===== src/cdd_pkg.sv =====
// Package with register offsets, field positions and codes of the clock distribution dividers.
package cdd_pkg;

  // Register bus widths.
  localparam int ADDR_W = 10;
  localparam int DATA_W = 8;

  // Register offsets.
  localparam logic [9:0] OFS_CH0_COUNTS = 10'h190;
  localparam logic [9:0] OFS_CH0_BYPASS = 10'h191;
  localparam logic [9:0] OFS_CH0_ROUTE = 10'h192;
  localparam logic [9:0] OFS_CH1_COUNTS = 10'h193;
  localparam logic [9:0] OFS_CH1_BYPASS = 10'h194;
  localparam logic [9:0] OFS_CH1_ROUTE = 10'h195;
  localparam logic [9:0] OFS_CH2_COUNTS = 10'h196;
  localparam logic [9:0] OFS_CH2_BYPASS = 10'h197;
  localparam logic [9:0] OFS_CH2_ROUTE = 10'h198;
  localparam logic [9:0] OFS_CH3_S1_COUNTS = 10'h199;
  localparam logic [9:0] OFS_CH3_S2_COUNTS = 10'h19b;
  localparam logic [9:0] OFS_CH3_BYPASS = 10'h19c;
  localparam logic [9:0] OFS_CH3_DUTY = 10'h19d;
  localparam logic [9:0] OFS_CH4_S1_COUNTS = 10'h19e;
  localparam logic [9:0] OFS_CH4_S2_COUNTS = 10'h1a0;
  localparam logic [9:0] OFS_CH4_BYPASS = 10'h1a1;
  localparam logic [9:0] OFS_CH4_DUTY = 10'h1a2;
  localparam logic [9:0] OFS_PRESCALER = 10'h1e0;
  localparam logic [9:0] OFS_SOURCE = 10'h1e1;
  localparam logic [9:0] OFS_STATUS = 10'h1e2;

  // Storage indices; single channels take three entries each, cascaded ones four.
  localparam int NREG = 19;
  localparam int IDX_CH0_COUNTS = 0;
  localparam int SINGLE_STRIDE = 3;
  localparam int IDX_PRESCALER = 9;
  localparam int IDX_SOURCE = 10;
  localparam int IDX_CH3_S1 = 11;
  localparam int CASC_STRIDE = 4;

  // Field positions.
  localparam int LOW_MSB = 7;
  localparam int LOW_LSB = 4;
  localparam int HIGH_MSB = 3;
  localparam int HIGH_LSB = 0;
  localparam int BIT_BYPASS = 7;
  localparam int BIT_DIRECT = 1;
  localparam int BIT_DUTY_OFF = 0;
  localparam int BIT_BYP_S1 = 4;
  localparam int BIT_BYP_S2 = 5;
  localparam int STAT_SRC_BAD = 5;
  localparam int STAT_USE_PS = 6;

  // Source select codes.
  localparam logic [1:0] SRC_EXT_PS = 2'h0;
  localparam logic [1:0] SRC_EXT_DIRECT = 2'h1;
  localparam logic [1:0] SRC_OSC_PS = 2'h2;
  localparam logic [1:0] SRC_BAD = 2'h3;

  // Prescaler ratio limits and reset values.
  localparam logic [2:0] PRESC_MIN = 3'h2;
  localparam logic [2:0] PRESC_MAX = 3'h6;
  localparam logic [7:0] RST_PRESCALER = 8'h02;
  localparam logic [7:0] RST_SOURCE = 8'h02;
  localparam logic [7:0] RST_OTHER = 8'h00;

endpackage


===== src/cdd_clock_dividers.sv =====
// Clock distribution dividers: source select, prescaler, channel dividers and register port.
`timescale 1ns/1ps
`default_nettype none

module cdd_div_stage (
  // Clock and reset.
  input wire logic clk,
  input wire logic resetn,
  // Divider input clock level and settings.
  input wire logic in_lvl,
  input wire logic [3:0] low_cnt,
  input wire logic [3:0] high_cnt,
  input wire logic bypass,
  input wire logic dcc_on,
  // Divided clock level.
  output logic out_lvl
);

  logic prev_r;
  logic prev_nxt;
  logic out_r;
  logic out_nxt;
  logic [4:0] cnt_r;
  logic [4:0] cnt_nxt;
  logic in_rise;
  logic in_fall;
  logic step;
  logic [4:0] full_m1;

  // Edges of the input clock; correction counts both edges, plain division only rising ones.
  assign in_rise = in_lvl & ~prev_r;
  assign in_fall = ~in_lvl & prev_r;
  assign step = dcc_on ? (in_rise | in_fall) : in_rise;
  assign full_m1 = 5'({1'b0, high_cnt} + {1'b0, low_cnt} + 5'h01);
  assign out_lvl = out_r;

  // Next phase and count of the divider.
  always_comb
  begin
    prev_nxt = in_lvl;
    out_nxt = out_r;
    cnt_nxt = cnt_r;
    if (bypass)
    begin
      out_nxt = in_lvl;
      cnt_nxt = '0;
    end
    else if (step)
    begin
      if (cnt_r == 5'h00)
      begin
        out_nxt = ~out_r;
        if (dcc_on)
          cnt_nxt = full_m1;
        else if (out_r)
          cnt_nxt = {1'b0, low_cnt};
        else
          cnt_nxt = {1'b0, high_cnt};
      end
      else
        cnt_nxt = cnt_r - 5'h01;
    end
  end

  // Divider state registers.
  always_ff @(posedge clk or negedge resetn)
  begin
    if (!resetn)
    begin
      prev_r <= 1'b0;
      out_r <= 1'b0;
      cnt_r <= 5'h00;
    end
    else
    begin
      prev_r <= prev_nxt;
      out_r <= out_nxt;
      cnt_r <= cnt_nxt;
    end
  end

  // A high phase starts with the high count loaded.
  property p_high_load;
    @(posedge clk) disable iff (!resetn)
    ($rose(out_r) && $past(!bypass && !dcc_on)) |-> cnt_r == {1'b0, $past(high_cnt)};
  endproperty
  a_high_load: assert property (p_high_load) else $error("high phase length wrong");

  // A low phase starts with the low count loaded.
  property p_low_load;
    @(posedge clk) disable iff (!resetn)
    ($fell(out_r) && $past(!bypass && !dcc_on)) |-> cnt_r == {1'b0, $past(low_cnt)};
  endproperty
  a_low_load: assert property (p_low_load) else $error("low phase length wrong");

  // With correction, each phase lasts the full ratio in input edges.
  property p_dcc_load;
    @(posedge clk) disable iff (!resetn)
    ($changed(out_r) && $past(!bypass && dcc_on)) |-> cnt_r == $past(full_m1);
  endproperty
  a_dcc_load: assert property (p_dcc_load) else $error("corrected phase wrong");

  // Bypass copies the input one cycle later and parks the counter.
  property p_bypass;
    @(posedge clk) disable iff (!resetn)
    $past(bypass) |-> (out_r == $past(in_lvl)) && (cnt_r == 5'h00);
  endproperty
  a_bypass: assert property (p_bypass) else $error("bypass does not copy input");

  // Plain division only advances on a rising input edge.
  property p_count_input;
    @(posedge clk) disable iff (!resetn)
    ($changed(cnt_r) && $past(!bypass && !dcc_on)) |-> $past(in_lvl && !prev_r);
  endproperty
  a_count_input: assert property (p_count_input) else $error("count without input edge");

endmodule

module cdd_clock_dividers (
  // Clock and reset.
  input wire logic clk,
  input wire logic resetn,
  // Register port.
  input wire logic [9:0] reg_addr,
  input wire logic [7:0] reg_wdata,
  input wire logic reg_wr,
  input wire logic reg_rd,
  output logic [7:0] reg_rdata,
  // Source clock levels.
  input wire logic ext_clk_in,
  input wire logic osc_clk_in,
  // Single-stage output pairs.
  output logic pair0_out_a,
  output logic pair0_out_b,
  output logic pair1_out_a,
  output logic pair1_out_b,
  output logic pair2_out_a,
  output logic pair2_out_b,
  // Cascaded output pairs.
  output logic pair3_out_a,
  output logic pair3_out_b,
  output logic pair4_out_a,
  output logic pair4_out_b
);

  // Maps an address to {hit, storage index}.
  function automatic logic [5:0] reg_decode(input logic [9:0] a);
    logic [5:0] r;
    r = 6'h00;
    if (a == cdd_pkg::OFS_CH0_COUNTS) r = 6'h20;
    else if (a == cdd_pkg::OFS_CH0_BYPASS) r = 6'h21;
    else if (a == cdd_pkg::OFS_CH0_ROUTE) r = 6'h22;
    else if (a == cdd_pkg::OFS_CH1_COUNTS) r = 6'h23;
    else if (a == cdd_pkg::OFS_CH1_BYPASS) r = 6'h24;
    else if (a == cdd_pkg::OFS_CH1_ROUTE) r = 6'h25;
    else if (a == cdd_pkg::OFS_CH2_COUNTS) r = 6'h26;
    else if (a == cdd_pkg::OFS_CH2_BYPASS) r = 6'h27;
    else if (a == cdd_pkg::OFS_CH2_ROUTE) r = 6'h28;
    else if (a == cdd_pkg::OFS_PRESCALER) r = 6'h29;
    else if (a == cdd_pkg::OFS_SOURCE) r = 6'h2a;
    else if (a == cdd_pkg::OFS_CH3_S1_COUNTS) r = 6'h2b;
    else if (a == cdd_pkg::OFS_CH3_S2_COUNTS) r = 6'h2c;
    else if (a == cdd_pkg::OFS_CH3_BYPASS) r = 6'h2d;
    else if (a == cdd_pkg::OFS_CH3_DUTY) r = 6'h2e;
    else if (a == cdd_pkg::OFS_CH4_S1_COUNTS) r = 6'h2f;
    else if (a == cdd_pkg::OFS_CH4_S2_COUNTS) r = 6'h30;
    else if (a == cdd_pkg::OFS_CH4_BYPASS) r = 6'h31;
    else if (a == cdd_pkg::OFS_CH4_DUTY) r = 6'h32;
    return r;
  endfunction

  // Clamps the prescaler field to a ratio of 2 to 6.
  function automatic logic [2:0] presc_ratio(input logic [2:0] f);
    logic [2:0] r;
    r = f;
    if (f < cdd_pkg::PRESC_MIN) r = cdd_pkg::PRESC_MIN;
    else if (f > cdd_pkg::PRESC_MAX) r = cdd_pkg::PRESC_MAX;
    return r;
  endfunction

  logic [7:0] reg_r [cdd_pkg::NREG];
  logic [7:0] reg_nxt [cdd_pkg::NREG];
  logic [7:0] rdata_r;
  logic [7:0] rdata_nxt;
  logic [5:0] dec;
  logic [7:0] status;
  logic [1:0] src_code;
  logic src_bad;
  logic use_ps;
  logic src_lvl;
  logic src_prev_r;
  logic src_rise;
  logic src_edge;
  logic [2:0] ps_ratio;
  logic [2:0] ps_cnt_r;
  logic [2:0] ps_cnt_nxt;
  logic [2:0] ps_edge_r;
  logic [2:0] ps_edge_nxt;
  logic ps_raw_r;
  logic ps_raw_nxt;
  logic ps_cor_r;
  logic ps_cor_nxt;
  logic [4:0] stage_out;
  logic [2:0] direct;
  logic [4:0] pair_r;
  logic [4:0] pair_nxt;

  assign dec = reg_decode(reg_addr);
  assign status = {1'b0, use_ps, src_bad, pair_r};

  // Register writes and the one-cycle-late read answer.
  always_comb
  begin
    for (int k = 0; k < cdd_pkg::NREG; k++)
      reg_nxt[k] = reg_r[k];
    rdata_nxt = 8'h00;
    if (reg_wr && dec[5])
      reg_nxt[dec[4:0]] = reg_wdata;
    if (reg_rd)
    begin
      if (dec[5])
        rdata_nxt = reg_r[dec[4:0]];
      else if (reg_addr == cdd_pkg::OFS_STATUS)
        rdata_nxt = status;
    end
  end

  // Register storage; duty correction disable bits reset to zero.
  always_ff @(posedge clk or negedge resetn)
  begin
    if (!resetn)
    begin
      for (int k = 0; k < cdd_pkg::NREG; k++)
        reg_r[k] <= cdd_pkg::RST_OTHER;
      reg_r[cdd_pkg::IDX_PRESCALER] <= cdd_pkg::RST_PRESCALER;
      reg_r[cdd_pkg::IDX_SOURCE] <= cdd_pkg::RST_SOURCE;
      rdata_r <= 8'h00;
    end
    else
    begin
      for (int k = 0; k < cdd_pkg::NREG; k++)
        reg_r[k] <= reg_nxt[k];
      rdata_r <= rdata_nxt;
    end
  end

  assign reg_rdata = rdata_r;

  // Source select: external or oscillator through the prescaler, or external alone.
  assign src_code = reg_r[cdd_pkg::IDX_SOURCE][1:0];
  assign src_bad = (src_code == cdd_pkg::SRC_BAD);
  assign use_ps = (src_code == cdd_pkg::SRC_EXT_PS) || (src_code == cdd_pkg::SRC_OSC_PS);
  assign src_lvl = (src_code == cdd_pkg::SRC_OSC_PS) ? osc_clk_in : ext_clk_in;
  assign src_rise = src_lvl & ~src_prev_r;
  assign src_edge = src_lvl ^ src_prev_r;
  assign ps_ratio = presc_ratio(reg_r[cdd_pkg::IDX_PRESCALER][2:0]);

  // Prescaler: a rising-edge counter gives the raw output, a both-edge counter the corrected one.
  always_comb
  begin
    ps_cnt_nxt = ps_cnt_r;
    ps_edge_nxt = ps_edge_r;
    ps_raw_nxt = ps_raw_r;
    ps_cor_nxt = ps_cor_r;
    if (use_ps && src_rise)
    begin
      if (ps_cnt_r >= ps_ratio - 3'h1)
        ps_cnt_nxt = 3'h0;
      else
        ps_cnt_nxt = ps_cnt_r + 3'h1;
      ps_raw_nxt = (ps_cnt_nxt < (ps_ratio >> 1));
    end
    if (use_ps && src_edge)
    begin
      if (ps_edge_r >= ps_ratio - 3'h1)
      begin
        ps_edge_nxt = 3'h0;
        ps_cor_nxt = ~ps_cor_r;
      end
      else
        ps_edge_nxt = ps_edge_r + 3'h1;
    end
  end

  // Prescaler registers.
  always_ff @(posedge clk or negedge resetn)
  begin
    if (!resetn)
    begin
      src_prev_r <= 1'b0;
      ps_cnt_r <= 3'h0;
      ps_edge_r <= 3'h0;
      ps_raw_r <= 1'b0;
      ps_cor_r <= 1'b0;
    end
    else
    begin
      src_prev_r <= src_lvl;
      ps_cnt_r <= ps_cnt_nxt;
      ps_edge_r <= ps_edge_nxt;
      ps_raw_r <= ps_raw_nxt;
      ps_cor_r <= ps_cor_nxt;
    end
  end

  // Single-stage channels; a bypassed and corrected channel takes the corrected prescaler output.
  for (genvar gi = 0; gi < 3; gi++)
  begin : g_single
    localparam int B = cdd_pkg::IDX_CH0_COUNTS + cdd_pkg::SINGLE_STRIDE * gi;
    logic byp;
    logic dcc_on;
    logic ch_in;
    assign byp = reg_r[B + 1][cdd_pkg::BIT_BYPASS];
    assign dcc_on = ~reg_r[B + 2][cdd_pkg::BIT_DUTY_OFF];
    assign direct[gi] = reg_r[B + 2][cdd_pkg::BIT_DIRECT];
    assign ch_in = src_bad ? 1'b0 : !use_ps ? src_lvl : (byp && dcc_on) ? ps_cor_r : ps_raw_r;
    cdd_div_stage u_stage (
      .clk(clk),
      .resetn(resetn),
      .in_lvl(ch_in),
      .low_cnt(reg_r[B][cdd_pkg::LOW_MSB:cdd_pkg::LOW_LSB]),
      .high_cnt(reg_r[B][cdd_pkg::HIGH_MSB:cdd_pkg::HIGH_LSB]),
      .bypass(byp),
      .dcc_on(dcc_on),
      .out_lvl(stage_out[gi])
    );
  end

  // Cascaded channels; the second stage divides the first stage's output.
  for (genvar gj = 0; gj < 2; gj++)
  begin : g_cascade
    localparam int B = cdd_pkg::IDX_CH3_S1 + cdd_pkg::CASC_STRIDE * gj;
    logic byp1;
    logic byp2;
    logic dcc_on;
    logic ch_in;
    logic mid;
    assign byp1 = reg_r[B + 2][cdd_pkg::BIT_BYP_S1];
    assign byp2 = reg_r[B + 2][cdd_pkg::BIT_BYP_S2];
    assign dcc_on = ~reg_r[B + 3][cdd_pkg::BIT_DUTY_OFF];
    assign ch_in = src_bad ? 1'b0 : !use_ps ? src_lvl
                 : (byp1 && byp2 && dcc_on) ? ps_cor_r : ps_raw_r;
    cdd_div_stage u_first (
      .clk(clk),
      .resetn(resetn),
      .in_lvl(ch_in),
      .low_cnt(reg_r[B][cdd_pkg::LOW_MSB:cdd_pkg::LOW_LSB]),
      .high_cnt(reg_r[B][cdd_pkg::HIGH_MSB:cdd_pkg::HIGH_LSB]),
      .bypass(byp1),
      .dcc_on(dcc_on),
      .out_lvl(mid)
    );
    cdd_div_stage u_second (
      .clk(clk),
      .resetn(resetn),
      .in_lvl(mid),
      .low_cnt(reg_r[B + 1][cdd_pkg::LOW_MSB:cdd_pkg::LOW_LSB]),
      .high_cnt(reg_r[B + 1][cdd_pkg::HIGH_MSB:cdd_pkg::HIGH_LSB]),
      .bypass(byp2),
      .dcc_on(dcc_on),
      .out_lvl(stage_out[3 + gj])
    );
  end

  // Output drivers: direct routing on pairs 0 to 2 skips prescaler and divider while the prescaler is in use, a forbidden source holds low.
  always_comb
  begin
    for (int k = 0; k < 5; k++)
      pair_nxt[k] = src_bad ? 1'b0 : stage_out[k];
    for (int k = 0; k < 3; k++)
      if (!src_bad && use_ps && direct[k])
        pair_nxt[k] = src_lvl;
  end

  // Output pair registers; the second leg is the complement.
  always_ff @(posedge clk or negedge resetn)
  begin
    if (!resetn)
      pair_r <= 5'h00;
    else
      pair_r <= pair_nxt;
  end

  logic [4:0] pair_n_r;

  // Complement legs registered alongside the true legs.
  always_ff @(posedge clk or negedge resetn)
  begin
    if (!resetn)
      pair_n_r <= 5'h1f;
    else
      pair_n_r <= ~pair_nxt;
  end

  assign pair0_out_a = pair_r[0];
  assign pair0_out_b = pair_n_r[0];
  assign pair1_out_a = pair_r[1];
  assign pair1_out_b = pair_n_r[1];
  assign pair2_out_a = pair_r[2];
  assign pair2_out_b = pair_n_r[2];
  assign pair3_out_a = pair_r[3];
  assign pair3_out_b = pair_n_r[3];
  assign pair4_out_a = pair_r[4];
  assign pair4_out_b = pair_n_r[4];

  // Direct routing copies the selected source one cycle later.
  property p_direct;
    @(posedge clk) disable iff (!resetn)
    $past(use_ps && direct[0] && !src_bad) |-> pair0_out_a == $past(src_lvl);
  endproperty
  a_direct: assert property (p_direct) else $error("direct path not copying source");

  // Direct routing on pair 1 drives both legs from the source.
  property p_direct_pair;
    @(posedge clk) disable iff (!resetn)
    $past(use_ps && direct[1] && !src_bad) |-> pair1_out_b == !$past(src_lvl);
  endproperty
  a_direct_pair: assert property (p_direct_pair) else $error("direct complement wrong");

  // A forbidden source code holds the true legs of pairs 0, 2 and 4 low.
  property p_bad_source;
    @(posedge clk) disable iff (!resetn)
    $past(src_bad) |-> !pair0_out_a && !pair2_out_a && !pair4_out_a;
  endproperty
  a_bad_source: assert property (p_bad_source) else $error("outputs run on bad source");

  // With code 10b the prescaler only advances on oscillator rising edges.
  property p_osc_source;
    @(posedge clk) disable iff (!resetn)
    ($changed(ps_cnt_r) && $past(src_code == cdd_pkg::SRC_OSC_PS))
      |-> $past(osc_clk_in && !src_prev_r);
  endproperty
  a_osc_source: assert property (p_osc_source) else $error("prescaler not on oscillator");

  // With code 00b the prescaler only advances on external rising edges.
  property p_ext_source;
    @(posedge clk) disable iff (!resetn)
    ($changed(ps_cnt_r) && $past(src_code == cdd_pkg::SRC_EXT_PS))
      |-> $past(ext_clk_in && !src_prev_r);
  endproperty
  a_ext_source: assert property (p_ext_source) else $error("prescaler not on external");

  // The prescaler counter wraps after ratio rising edges.
  property p_presc_wrap;
    @(posedge clk) disable iff (!resetn)
    $past(use_ps && src_rise && (ps_cnt_r == ps_ratio - 3'h1)) |-> ps_cnt_r == 3'h0;
  endproperty
  a_presc_wrap: assert property (p_presc_wrap) else $error("prescaler ratio wrong");

  // Without the prescaler its counters stand still.
  property p_presc_idle;
    @(posedge clk) disable iff (!resetn)
    $past(src_code == cdd_pkg::SRC_EXT_DIRECT) |-> !$changed(ps_cnt_r) && !$changed(ps_edge_r);
  endproperty
  a_presc_idle: assert property (p_presc_idle) else $error("prescaler runs while skipped");

endmodule

`default_nettype wire


===== config.mk =====
export PLATFORM = sky130hd
export DESIGN_NAME = cdd_clock_dividers
export DESIGN_NICKNAME = d
export VERILOG_FILES = /design/src/cdd_pkg.sv /design/src/cdd_clock_dividers.sv
export SDC_FILE = /design/constraint.sdc
export NUM_CORES = 1
export LEC_CHECK = 0
export BUFFER_PORTS_ARGS = -buffer_cell sky130_fd_sc_hd__clkbuf_2
export CAP_MARGIN = 0
export CORE_ASPECT_RATIO = 0.5
export CORE_MARGIN = 2
export CORE_UTILIZATION = 35
export DETAILED_ROUTE_END_ITERATION = 8
export PLACE_DENSITY = 0.56
export SYNTH_ARGS = -nofsm -noshare
export SYNTH_HDL_FRONTEND = slang
export SYNTH_HIERARCHICAL = 1
export SYNTH_SLANG_ARGS = --single-unit

===== constraint.sdc =====
create_clock -name clk -period 4.83 [get_ports clk]
set_clock_uncertainty 0.1 [all_clocks]
set_input_delay 0.966 -clock clk [delete_from_list [all_inputs] [get_ports clk]]
set_output_delay 0.966 -clock clk [all_outputs]
set_load 0.02 [all_outputs]

==> impl_metrics.ini <==
[status]
outcome = finished, final reports clean

[routing]
drc = 0
dr.first_iter.drc_count = 688
avgViaCountPerCell = 5.52
drt_wl_total_um = 38100
postRouteAntennaNets = 0
num_vias = 10000
wl_per_cell_um = 20.9
drtPass1Iterations = 5

[job]
maxCapViolCount = 0

[placed_design]
gp_congestion = 0.942
dpl.cell_count = 1777
dp_hpwl_um = 27000
portBuffers = 41
dp_slack_ns = 0.490

[sta]
setup_violations = 0
finalCriticalPeriod_ns = 3.83
post-route-period-util_pct = 79.2
worstMarginPinSlew_ns = 1.02
maxSlewViolCount = 0
grt_setup_unrepaired = false
hold_viol = 0
setup_tns_ns = 0
relSlewSlack_pct = 32.0
timing.final.ws_setup_ns = 1.00
timing.hold.ws_ns = 0.264
fmaxAchievable_ghz = 0.261

[power_and_ir_drop]
p_leak_nw = 6.73
powerDensity_mw_per_mm2 = 287
finalPower_mw = 4.24
peakVddDrop_v = 0.000208

[clock_tree]
cts_tree = done
cts_root_buffer = clkbuf_16
hold_buffers = 0
clk_path_buf_depth = 3
cts_resized = 0
cts_made_buffers = 25
worstSkewPairLatency_ns = 0.53
clkSinkCount = 228
ctsHtreeMaxLevel = 1
clk_pin_slew_ns = 0.06
cts_setup_buffers = 0

[logic_synthesis]
synthArstFlopShare_pct = 100
synth-compound-area-share_pct = 14.0
ys.flop_type = dfrtp_1
syn_nets = 1375
yosysUniqueCellTypes = 80
ys_ff_latch = 228
synth-simple-area-share_pct = 14.2
synth_xor_area_share_pct = 1.32
synth_edf_count = 0
synthAdderAreaFrac_pct = 6.04
synth_top_family_by_area = multiplexers
yosys_warnings = 6
synth.avg_cell_area_um2 = 10.3
synth_cells = 1291
yosysSeqAreaShare_pct = 43.0
synthMuxAreaShare_pct = 16.4
syn_area_mm2 = 0.0133

[die]
die_w_um = 280
core_mm2 = 0.0374
dieArea_mm2 = 0.0396
pin_count = 42
start_util_pct = 35.5
rows = 50
die_h_um = 142

[cells_and_area]
drive_gt1_share_pct = 24.4
diodes = 0
area_growth_pct = 11.3
final_cell_mix = 221 x dfrtp_1, 159 x mux2_2, 144 x nand2_1, 78 x inv_1, 71 x o21ai_0
nets = 1394
instances_no_fill = 1821
layout_commonest_cell = dfrtp_1

[critical_path]
arrival_ns = 4.16
crit_fanout = 49
worst_ep_required_time_ns = 5.16
crit_path_start_kind = input pin
r2r_cells = 8
end_kind = flip-flop
worstSetupPathType = input pin to flip-flop

[global_route]
grt_pass1_wl_um = 59300
grt-ovfl-total = 0
grt_pass1_vias = 9922
track_usage_pct = 19.3
grt_max_degree = 126
antenna_found_initial = 1

[hold_path]
hold_class = input pin to asynchronous set/reset pin
==> worst paths after layout <==
| kind | start | end | slack (ns) |
|---|---|---|---|
| min | resetn | ps_cnt_r[0]$_DFFE_PN0P_ | 0.26 |
| max reg2reg | reg_r[65]$_DFFE_PN1P_ | g_cascade[1].u_first/cnt_r[3]$_DFFE_PN0P_ | 1.57 |
| min in group clk | reg_r[6]$_DFFE_PN0P_ | reg_r[6]$_DFFE_PN0P_ | 0.41 |
| max in group asynchronous | resetn | reg_r[53]$_DFFE_PN0P_ | 3.29 |
| min reg2reg | reg_r[6]$_DFFE_PN0P_ | reg_r[6]$_DFFE_PN0P_ | 0.41 |
| max | reg_addr[2] | reg_rdata[2]$_DFF_PN0_ | 1.00 |
==> cell families after synthesis <==
group	after synthesis
AOI/OAI and AO/OA	281
xor gates and xnor gates	20
adders and majority gates	60
buffers and inverters	148
DFF	228
muxes	196
and+or+nand+nor	358
==> metrics by stage <==
| stage | cell area, um^2 | utilization (%) |
|---|---|---|
| after detailed placement | 13900 | 37.3 |
| after floorplan | 13300 | - |
| after CTS | 14800 | 39.5 |
| final | 14800 | 39.5 |
| after global routing | 14800 | 39.5 |
| after global placement | 13900 | 37.3 |
==> layer usage <==
layer  global-route usage (%)  vias to the layer above  part of all wire (%)
li1                         -                     4671                     -
met1                     26.4                     5062                    46
met2                     31.2                      247                    46
met3                     4.63                       64                   6.0
met4                     4.02                        2                   1.9
met5                        0                        -                 0.034
==> registers in the layout, summed over array words and instances, names as in the netlist, 3 cells and up <==
register and cells:
pair_n_r 5, g_single.u_stage/cnt_r 15, g_single.u_stage/out_lvl 3, g_single.byp 3, reg_r 142, g_cascade.u_second/cnt_r 10, g_single.u_stage/prev_r 3, ps_cnt_r 3
reg_rdata 8, pair_r 5, direct 3, g_cascade.u_first/cnt_r 10, ps_edge_r 3
==> worst max-delay path, stage by stage <==
cell	delay, ns
clkbuf_2	0.16
or4b_4	0.58
or3_1	0.50
a21oi_4	0.28
or2_2	0.26
buf_12	0.29
nor3_1	0.10
o31ai_1	0.53
o211ai_1	0.21
o31ai_2	0.27
==> power by group <==
group          total, mW  switching [mW]  internal [mW]
sequential          1.97          0.0315           1.94
clock               2.02           0.784           1.23
combinational      0.258           0.167         0.0908
==> area by class of cell <==
class	instances	area, um^2
fillers	3641	22600
clock buffers	33	666
inverters	78	293
flip-flops and latches	228	5710
well taps	494	618
multi-input cells	915	6920
repair buffers	62	398
clock inverters	11	180
==> Yosys cell counts, types with 13 or more instances <==
library cell | number | area, um^2
mux2i_1 | 35 | 350
inv_1 | 78 | 293
nand2_1 | 144 | 541
a31oi_1 | 14 | 87.6
o21ai_0 | 71 | 355
nor2_1 | 45 | 169
buf_2 | 15 | 75.1
or3_1 | 13 | 81.3
nor2b_1 | 21 | 131
dfrtp_1 | 221 | 5530
nand3_1 | 40 | 200
mux2_2 | 159 | 1790
nor3_1 | 23 | 115
xor2_1 | 15 | 131
buf_1 | 15 | 56.3
clkbuf_1 | 23 | 86.3
ha_1 | 53 | 663
a21oi_1 | 66 | 330
a211oi_1 | 24 | 180
Power figures use the tool's default switching activity.
